[config.mk]
export PLATFORM = sky130hd
export DESIGN_NAME = mpl_party_filter
export DESIGN_NICKNAME = d
export VERILOG_FILES = /design/src/rtl/mpl_pkg.sv /design/src/rtl/mpl_party_filter.sv /design/src/rtl/mpl_addr_match.sv
export SDC_FILE = /design/constraint.sdc
export NUM_CORES = 1
export LEC_CHECK = 0
export BUFFER_PORTS_ARGS = -buffer_cell sky130_fd_sc_hd__buf_2
export CORE_MARGIN = 4
export CORE_UTILIZATION = 30
export DETAILED_ROUTE_END_ITERATION = 10
export GPL_TIMING_DRIVEN = 0
export PLACE_DENSITY = 0.68
export SLEW_MARGIN = 20
export SYNTH_ARGS = -nofsm -noshare
export SYNTH_HDL_FRONTEND = slang
export SYNTH_SLANG_ARGS = --single-unit
export TNS_END_PERCENT = 5
[constraint.sdc]
create_clock -name clk_i -period 2 [get_ports clk_i]
set_input_delay 0.4 -clock clk_i [delete_from_list [all_inputs] [get_ports clk_i]]
set_output_delay 0.4 -clock clk_i [all_outputs]
set_load 0.05 [all_outputs]
[src/rtl/mpl_pkg.sv]
// Constants and carrier types of the party-line address filter
package mpl_pkg;

  // Characters on the line
  localparam logic [7:0] CHAR_LF        = 8'h0A;
  localparam logic [7:0] CHAR_CR        = 8'h0D;
  localparam logic [7:0] CHAR_GLOBAL    = 8'h2A;
  localparam logic [7:0] CHAR_GROUP     = 8'h5E;
  localparam logic [7:0] NAME_RESET     = 8'h21;

  // Receive line limit and its error
  localparam logic [6:0] LINE_MAX       = 7'h40;
  localparam logic [7:0] ERR_LINE_LONG  = 8'h14;

  // Hardware address inputs
  localparam int         HW_ADDR_W      = 4;

  // Register word offsets (byte address bits 3:2)
  localparam logic [1:0] OFS_CTRL       = 2'h0;
  localparam logic [1:0] OFS_NAME       = 2'h1;
  localparam logic [1:0] OFS_STATUS     = 2'h2;

  // Control fields
  localparam int         CTRL_PARTY_BIT = 0;
  localparam int         CTRL_QUEUE_BIT = 1;
  localparam logic       PARTY_RESET    = 1'h0;
  localparam logic       QUEUE_RESET    = 1'h0;

  // Status fields
  localparam int         STAT_EFF_BIT   = 0;
  localparam int         STAT_ACT_BIT   = 1;
  localparam int         STAT_HW_BIT    = 2;
  localparam int         STAT_BUSY_BIT  = 3;
  localparam int         STAT_QEFF_BIT  = 4;

  typedef struct packed {
    logic       valid;
    logic [7:0] data;
  } mpl_char_type;

  typedef struct packed {
    logic       valid;
    logic       last;
    logic       abort;
    logic [7:0] data;
  } mpl_cmd_type;

  typedef struct packed {
    logic       valid;
    logic [7:0] code;
  } mpl_err_type;

  typedef enum logic [1:0] {
    ST_IDLE,
    ST_PASS,
    ST_DROP
  } mpl_state_type;

endpackage

[src/rtl/mpl_party_filter.sv]
// Party-line address filter with Avalon-MM control registers
`timescale 1ns/10ps
`default_nettype none

// Contract
// - On a shared multidrop line the party enable flag is set to one; zero, the reset value, disables it.
// - A party command opens with the unit name and closes with a CTRL+J, which ends the command.
// - After reset or after party mode is enabled, party mode turns active only after one CTRL+J.
// - The unit name resets to the exclamation mark until software changes it.
// - Commands prefixed by the asterisk are accepted whatever the unit name is.
// - Any active hardware address input forces party mode on.
// - The queued flag may be written at any time but affects addressing only in party mode.
// - A queued unit accepts commands that carry the caret group address.
// - A unit that is not queued ignores commands that carry the caret group address; the code still accepts them when its unit name is the caret.
// - The queued flag holds zero or one and resets to zero.
// - A line longer than 64 characters yields a CR/LF and error 20.
module mpl_party_filter
  import mpl_pkg::*;
(
  input  wire logic                 clk_i,
  input  wire logic                 rst_i,
  // Avalon-MM slave
  input  wire logic [3:0]           avs_address_i,
  input  wire logic                 avs_read_i,
  input  wire logic                 avs_write_i,
  input  wire logic [3:0]           avs_byteenable_i,
  input  wire logic [31:0]          avs_writedata_i,
  output logic [31:0]               avs_readdata_o,
  output logic                      avs_waitrequest_o,
  // Line side
  input  wire mpl_char_type         rx_i,
  input  wire logic [HW_ADDR_W-1:0] hw_addr_i,
  output mpl_cmd_type               cmd_o,
  output mpl_err_type               err_o,
  output logic                      crlf_o,
  output logic                      party_active_o
);

  function automatic logic is_term(input logic       party,
                                   input logic [7:0] ch);
    // Party lines end on CTRL+J, a direct line on Enter
    is_term = party ? (ch == CHAR_LF) : (ch == CHAR_CR);
  endfunction

  logic          party_en_r;
  logic          queued_r;
  logic [7:0]    unit_name_r;
  logic          active_r;
  mpl_state_type state_r;
  mpl_state_type state_nxt;
  logic [6:0]    cnt_r;
  mpl_cmd_type   cmd_r;
  mpl_cmd_type   cmd_nxt;
  mpl_err_type   err_r;
  logic          crlf_r;
  logic          ack_r;
  logic [31:0]   rdata_r;

  logic          req;
  logic          wr_take;
  logic          hw_forced;
  logic          eff_party;
  logic          term;
  logic          overflow;
  logic          hit;
  logic [31:0]   rd_word;

  // Bus slave: one wait cycle, answer on the second edge

  assign req               = avs_read_i | avs_write_i;
  assign avs_waitrequest_o = req & ~ack_r;
  assign wr_take           = avs_write_i & ack_r;
  assign avs_readdata_o    = rdata_r;

  always_ff @(posedge clk_i) begin
    if (rst_i) begin
      ack_r <= 1'h0;
    end else begin
      ack_r <= req & ~ack_r;
    end
  end

  always_comb begin
    rd_word = 32'h0000_0000;
    unique case (avs_address_i[3:2])
      OFS_CTRL: begin
        rd_word[CTRL_PARTY_BIT] = party_en_r;
        rd_word[CTRL_QUEUE_BIT] = queued_r;
      end
      OFS_NAME: begin
        rd_word[7:0] = unit_name_r;
      end
      OFS_STATUS: begin
        rd_word[STAT_EFF_BIT]  = eff_party;
        rd_word[STAT_ACT_BIT]  = active_r;
        rd_word[STAT_HW_BIT]   = hw_forced;
        rd_word[STAT_BUSY_BIT] = (state_r != ST_IDLE);
        rd_word[STAT_QEFF_BIT] = eff_party & queued_r;
      end
      default: begin
        rd_word = 32'h0000_0000;
      end
    endcase
  end

  // Read data captured in the wait cycle, held for the ack edge
  always_ff @(posedge clk_i) begin
    if (rst_i) begin
      rdata_r <= 32'h0000_0000;
    end else if (avs_read_i & ~ack_r) begin
      rdata_r <= rd_word;
    end
  end

  // Control register; only byte lane 0 carries fields
  always_ff @(posedge clk_i) begin
    if (rst_i) begin
      party_en_r <= PARTY_RESET;
      queued_r   <= QUEUE_RESET;
    end else if (wr_take && avs_byteenable_i[0]
                 && avs_address_i[3:2] == OFS_CTRL) begin
      party_en_r <= avs_writedata_i[CTRL_PARTY_BIT];
      // Writable outside party mode too
      queued_r   <= avs_writedata_i[CTRL_QUEUE_BIT];
    end
  end

  always_ff @(posedge clk_i) begin
    if (rst_i) begin
      unit_name_r <= NAME_RESET;
    end else if (wr_take && avs_byteenable_i[0]
                 && avs_address_i[3:2] == OFS_NAME) begin
      unit_name_r <= avs_writedata_i[7:0];
    end
  end

  // Line side

  assign hw_forced = |hw_addr_i;
  assign eff_party = party_en_r | hw_forced;
  assign term      = is_term(eff_party, rx_i.data);
  assign overflow  = rx_i.valid & ~term
                     & (cnt_r == LINE_MAX);

  mpl_addr_match u_match (
    .char_i      (rx_i.data),
    .unit_name_i (unit_name_r),
    .queued_i    (queued_r),
    .party_i     (eff_party),
    .hit_o       (hit)
  );

  // Activation: cleared whenever party mode is off, so re-enabling
  // needs a fresh CTRL+J
  always_ff @(posedge clk_i) begin
    if (rst_i) begin
      active_r <= 1'h0;
    end else if (!eff_party) begin
      active_r <= 1'h0;
    end else if (rx_i.valid && term) begin
      active_r <= 1'h1;
    end
  end

  // Characters per line, terminator excluded
  always_ff @(posedge clk_i) begin
    if (rst_i) begin
      cnt_r <= 7'h00;
    end else if (rx_i.valid) begin
      if (term) begin
        cnt_r <= 7'h00;
      end else if (cnt_r != LINE_MAX) begin
        cnt_r <= cnt_r + 7'h01;
      end
    end
  end

  always_comb begin
    state_nxt = state_r;
    cmd_nxt   = '0;
    cmd_nxt.data = rx_i.data;
    if (!rx_i.valid) begin
      state_nxt = state_r;
    end else if (eff_party && !active_r) begin
      // Nothing passes until the first CTRL+J
      state_nxt = ST_IDLE;
    end else begin
      unique case (state_r)
        ST_IDLE: begin
          if (term) begin
            state_nxt = ST_IDLE;
          end else if (!eff_party) begin
            state_nxt     = ST_PASS;
            cmd_nxt.valid = 1'h1;
          end else if (hit) begin
            // Prefix is consumed, not forwarded
            state_nxt = ST_PASS;
          end else begin
            state_nxt = ST_DROP;
          end
        end
        ST_PASS: begin
          if (term) begin
            state_nxt     = ST_IDLE;
            cmd_nxt.valid = 1'h1;
            cmd_nxt.last  = 1'h1;
          end else if (overflow) begin
            // Interpreter drops what it has so far
            state_nxt     = ST_DROP;
            cmd_nxt.valid = 1'h1;
            cmd_nxt.last  = 1'h1;
            cmd_nxt.abort = 1'h1;
          end else begin
            cmd_nxt.valid = 1'h1;
          end
        end
        ST_DROP: begin
          if (term) begin
            state_nxt = ST_IDLE;
          end
        end
        default: begin
          state_nxt = ST_IDLE;
        end
      endcase
    end
  end

  always_ff @(posedge clk_i) begin
    if (rst_i) begin
      state_r <= ST_IDLE;
    end else begin
      state_r <= state_nxt;
    end
  end

  always_ff @(posedge clk_i) begin
    if (rst_i) begin
      cmd_r <= '0;
    end else begin
      cmd_r <= cmd_nxt;
    end
  end

  // Error reported for every char past the limit, also for discarded lines
  always_ff @(posedge clk_i) begin
    if (rst_i) begin
      err_r  <= '0;
      crlf_r <= 1'h0;
    end else begin
      err_r.valid <= overflow;
      err_r.code  <= overflow ? ERR_LINE_LONG : 8'h00;
      crlf_r      <= overflow;
    end
  end

  assign cmd_o          = cmd_r;
  assign err_o          = err_r;
  assign crlf_o         = crlf_r;
  assign party_active_o = active_r;

  // Checks

  chk_bus_answer: assert property (
    @(posedge clk_i) disable iff (rst_i)
    (req && avs_waitrequest_o) |=> (!avs_waitrequest_o || !req))
    else $error("bus answer later than one wait cycle");

  chk_reset_values: assert property (
    @(posedge clk_i) disable iff (rst_i)
    $past(rst_i) |-> (!queued_r && !party_en_r
                      && unit_name_r == NAME_RESET))
    else $error("control reset values wrong");

  chk_inactive_drop: assert property (
    @(posedge clk_i) disable iff (rst_i)
    (eff_party && !active_r) |=> !cmd_r.valid)
    else $error("command passed before activation");

  chk_lf_activates: assert property (
    @(posedge clk_i) disable iff (rst_i)
    (rx_i.valid && rx_i.data == CHAR_LF && eff_party && !active_r)
    |=> active_r)
    else $error("CTRL+J did not activate party mode");

  chk_hw_forces: assert property (
    @(posedge clk_i) disable iff (rst_i)
    (hw_forced && !party_en_r && !active_r && rx_i.valid
     && rx_i.data == CHAR_LF) |=> active_r)
    else $error("address inputs did not force party mode");

  chk_global_pass: assert property (
    @(posedge clk_i) disable iff (rst_i)
    (active_r && eff_party && state_r == ST_IDLE && rx_i.valid
     && rx_i.data == CHAR_GLOBAL) |=> state_r == ST_PASS)
    else $error("global name not accepted");

  chk_group_queued: assert property (
    @(posedge clk_i) disable iff (rst_i)
    (active_r && eff_party && queued_r && state_r == ST_IDLE
     && rx_i.valid && rx_i.data == CHAR_GROUP) |=> state_r == ST_PASS)
    else $error("queued unit ignored group address");

  chk_group_unqueued: assert property (
    @(posedge clk_i) disable iff (rst_i)
    (active_r && eff_party && !queued_r && unit_name_r != CHAR_GROUP
     && state_r == ST_IDLE && rx_i.valid && rx_i.data == CHAR_GROUP)
    |=> (state_r == ST_DROP ##1 !cmd_r.valid))
    else $error("unqueued unit took group address");

  chk_foreign_silent: assert property (
    @(posedge clk_i) disable iff (rst_i)
    (state_r == ST_DROP && eff_party) |=> !cmd_r.valid)
    else $error("foreign command forwarded");

  chk_term_ends: assert property (
    @(posedge clk_i) disable iff (rst_i)
    (state_r == ST_PASS && eff_party && active_r && rx_i.valid
     && rx_i.data == CHAR_LF) |=> (cmd_r.valid && cmd_r.last
                                    && !cmd_r.abort && state_r == ST_IDLE))
    else $error("CTRL+J did not end the command");

  chk_long_line: assert property (
    @(posedge clk_i) disable iff (rst_i)
    (rx_i.valid && !term && cnt_r == LINE_MAX)
    |=> (err_r.valid && err_r.code == ERR_LINE_LONG && crlf_r))
    else $error("long line not reported");

  chk_abort_long: assert property (
    @(posedge clk_i) disable iff (rst_i)
    (state_r == ST_PASS && overflow && (!eff_party || active_r))
    |=> (cmd_r.valid && cmd_r.last && cmd_r.abort && state_r == ST_DROP))
    else $error("forwarded long line not aborted");

  chk_off_clears: assert property (
    @(posedge clk_i) disable iff (rst_i)
    !eff_party |=> !active_r)
    else $error("activation kept with party mode off");

  chk_own_name: assert property (
    @(posedge clk_i) disable iff (rst_i)
    (active_r && eff_party && state_r == ST_IDLE && rx_i.valid
     && !term && rx_i.data == unit_name_r) |=> state_r == ST_PASS)
    else $error("own unit name not accepted");

endmodule

`default_nettype wire

[src/rtl/mpl_addr_match.sv]
// Prefix comparator for one command line
`timescale 1ns/10ps
`default_nettype none

module mpl_addr_match
  import mpl_pkg::*;
(
  input  wire logic [7:0] char_i,
  input  wire logic [7:0] unit_name_i,
  input  wire logic       queued_i,
  input  wire logic       party_i,
  output logic            hit_o
);

  logic own_hit;
  logic global_hit;
  logic group_hit;

  assign own_hit    = (char_i == unit_name_i);
  assign global_hit = (char_i == CHAR_GLOBAL);
  // Queued only counts on a party line
  assign group_hit  = party_i & queued_i
                      & (char_i == CHAR_GROUP);
  // Group caret matches a non-queued unit only when the caret is its own unit name
  assign hit_o      = party_i
                      & (own_hit | global_hit | group_hit);

endmodule

`default_nettype wire

==> results.md <==
- Status: finished clean
- Final Core Density: 40.13%
- Max cap viols: 0
- Die Area: 8625 um^2
- Final Power: 0.001919 W
- FMAX: 0.5380 GHz
- Critical path fanouts, max: 7
- Core Area: 6907 um^2
- Global-route total usage across every layer: 12.82%
- Cell Pwr Density: 692.3 nW/um^2
- Post-route ant nets: 0
- Fin. max-slew vios: 0
- Critical Path End Type: flop
- Row Count: 30
- CTS buffer count: 5
- Critical path class: reg2reg
- Post-synthesis cell count: 258
- Post-detail-place hpwl: 4242 um
- Routed WL per cell: 11.91 um
- DRT Pass-1 Iters: 5
- Post-synthesis xor/xnor area fraction: 4.864%
- # H-tree levels: 2
- Final hold viol count: 0
- Share of layout cells above drive strength 1: 29.48%
- Final Skew: 0.002873 ns
- Hold Path Class: in2reg
- Vias: 1935
- Crit share post-route: 92.94%
- Slew headroom: 60.06%
- Final worst slack: 0.1412 ns
- Asr flop ratio synth: 0%
- Clock tree buffer depth: 2
- # port buffers: 51
- Nets: 408
- Largest net degree at the start of global routing: 13
- Setup violations, final: 0
- IO Pins: 112
- Warnings from Yosys: 0
- Largest family of logic cells by synthesized area: simple AND/OR/NAND/NOR gates
- Pre-CTS WS: 0.02143 ns
- VDD IR-drop max: 0.3529 mV
- Synth area leader: dfxtp_1
- GPL Wtd Cong: 0.8362
- First-pass GRT wire length: 8832 um
- Sequential area share after synthesis: 37.98%
- Hold Buf Count CTS: 0
- Clk sinks: 41
- Synth Area in Simple Gates: 25.36%
- Most frequent cells in the layout: buf_2 (51), dfxtp_1 (41), buf_4 (33)
- Synth area leaders: dfxtp_1 (38%), buf_4 (11%), nand2_1 (5.0%)
- CTS tree: built
- Cell area after synthesis: 2161 um^2
- Multiplexer area fraction after synthesis: 0.9265%
- Post-synthesis compound-gate area fraction: 12.28%
- Fill cells: 744
- DRC Markers: 0
- Detailed-route vias per instance: 4.378
- Top FF cell, synth: dfxtp_1
- Clk Latency, worst-skew pair: 0.30 ns
- Post-synth EDFFs: 0
- Die Wd: 92.87 um
- Startpoint Class: flop
- Worst slew pin tran: 0.5936 ns
- Yosys top cell area share: 37.98%
- Clock Tree Root: clkbuf_8
- Iter 0 DRT Violations: 69
- P&R area growth vs syn: 28.26%
- Pleak: 1.234 nW
- N_diodes: 0
- Clock period minus worst slack: 1.859 ns
- Min Hold Slack: 0.3317 ns
- Avg Inst Size Synth: 8.375 um^2
- Synth cell types: 46
- Vias in the first global route: 1892
- Area share of fa/ha/maj cells after synthesis: 3.474%
- Flops & latches, synth: 41
- Signal arrival time at the worst endpoint: 2.02 ns
- Gr ovfl total: 0
- Die Y: 92.87 um
- Commonest non-fill, non-tap cell in the layout: buf_2
- Initial antenna violation count: 1
- Starting density of the core: 31.29%
- WP data required: 2.17 ns
- WL final: 5264 um
- Worst-path clk slew: 0.08 ns
- Setup TNS: 0 ns
==> path summary, 6_finish.rpt <==
path / from / depth (start not counted) / slack [ns] / to
worst min register to register: avs_readdata_o[5]$_SDFFE_PP0P_ / 2 / 0.48 / avs_readdata_o[5]$_SDFFE_PP0P_
worst max register to register: cnt_r[0]$_SDFFE_PP0P_ / 7 / 0.14 / cnt_r[0]$_SDFFE_PP0P_
worst max-delay path: cnt_r[0]$_SDFFE_PP0P_ / 7 / 0.14 / cnt_r[0]$_SDFFE_PP0P_
worst min-delay path: avs_writedata_i[0] / 3 / 0.33 / unit_name_r[0]$_SDFFE_PP1P_
==> registers in the layout, summed over array words and instances, names as in the netlist <==
register / cells
ack_r: 1
avs_readdata_o: 8
cmd_o: 11
cnt_r: 7
err_o: 1
party_active_o: 1
party_en_r: 1
queued_r: 1
state_r: 2
unit_name_r: 8
==> where the power goes <==
part | internal [W] | total [W] | switching, W
sequential | 0.000834 | 0.000847 | 0.0000128
clock | 0.000407 | 0.000696 | 0.000289
combinational | 0.000112 | 0.000376 | 0.000264
total | 0.00135 | 0.00192 | 0.000566
==> cell usage after synthesis, drive strengths merged, types with 2 or more instances <==
cell type	n
dfxtp	41
buf	35
nand2	29
nor2	21
a21oi	19
nor2b	11
inv	10
xnor2	10
o21ai	8
nand3	7
nand4	7
nor3	7
clkbuf	6
ha	6
a22oi	3
a31oi	3
nand2b	3
nand3b	3
nor3b	3
nor4	3
a2bb2oi	2
mux2i	2
nand4b	2
or4b	2
xor2	2
==> metrics by stage <==
step	cells	instance area, um^2
after floorplan	287	2270
after global placement	434	2645
after detailed placement	434	2645
after CTS	442	2761
after global routing	442	2771
final	442	2771
==> critical path: stages (launching register included) <==
cell and delay (ns):
dfxtp_1 0.35, inv_1 0.09, ha_1 0.15, or4b_4 0.47, nor3b_4 0.35, nor2_1 0.13
nand3_1 0.10, a31oi_1 0.08
==> metal layers <==
metal	part of all wire [%]	GRT usage, %	vias to the layer above
li1	-	-	993
met1	46	16.23	863
met2	45	20.52	70
met3	7.5	3.737	7
met4	1.6	4.884	2
met5	0.13	0	-
==> final cells by class <==
cell class | instances | area [um^2] | share of cell area (%)
multi-input cells | 195 | 1136 | 40.99
clock buffers | 7 | 86.33 | 3.115
well taps | 96 | 120.1 | 4.334
inverters | 10 | 37.54 | 1.354
repair buffers | 51 | 255.2 | 9.210
clock inverters | 1 | 30.03 | 1.084
plain buffers | 41 | 285.3 | 10.29
flip-flops and latches | 41 | 820.8 | 29.62
==> logic make-up (layout without fill, tap and decap cells) <==
group | count (synthesis) | count (layout)
adder cells (fa/ha/maj) | 6 | 6
buffers and inverters | 51 | 110
XOR/XNOR | 12 | 12
other | 1 | 30
flip-flops | 41 | 41
AND/OR/NAND/NOR | 103 | 103
AO/OA/AOI/OAI | 42 | 42
multiplexers | 2 | 2
==> repair_timing <==
item                       CTS  global route
gates resized for setup      0             2
buffers inserted             0             0
setup endpoints to repair    0             5
Power figures use the tool's default switching activity.
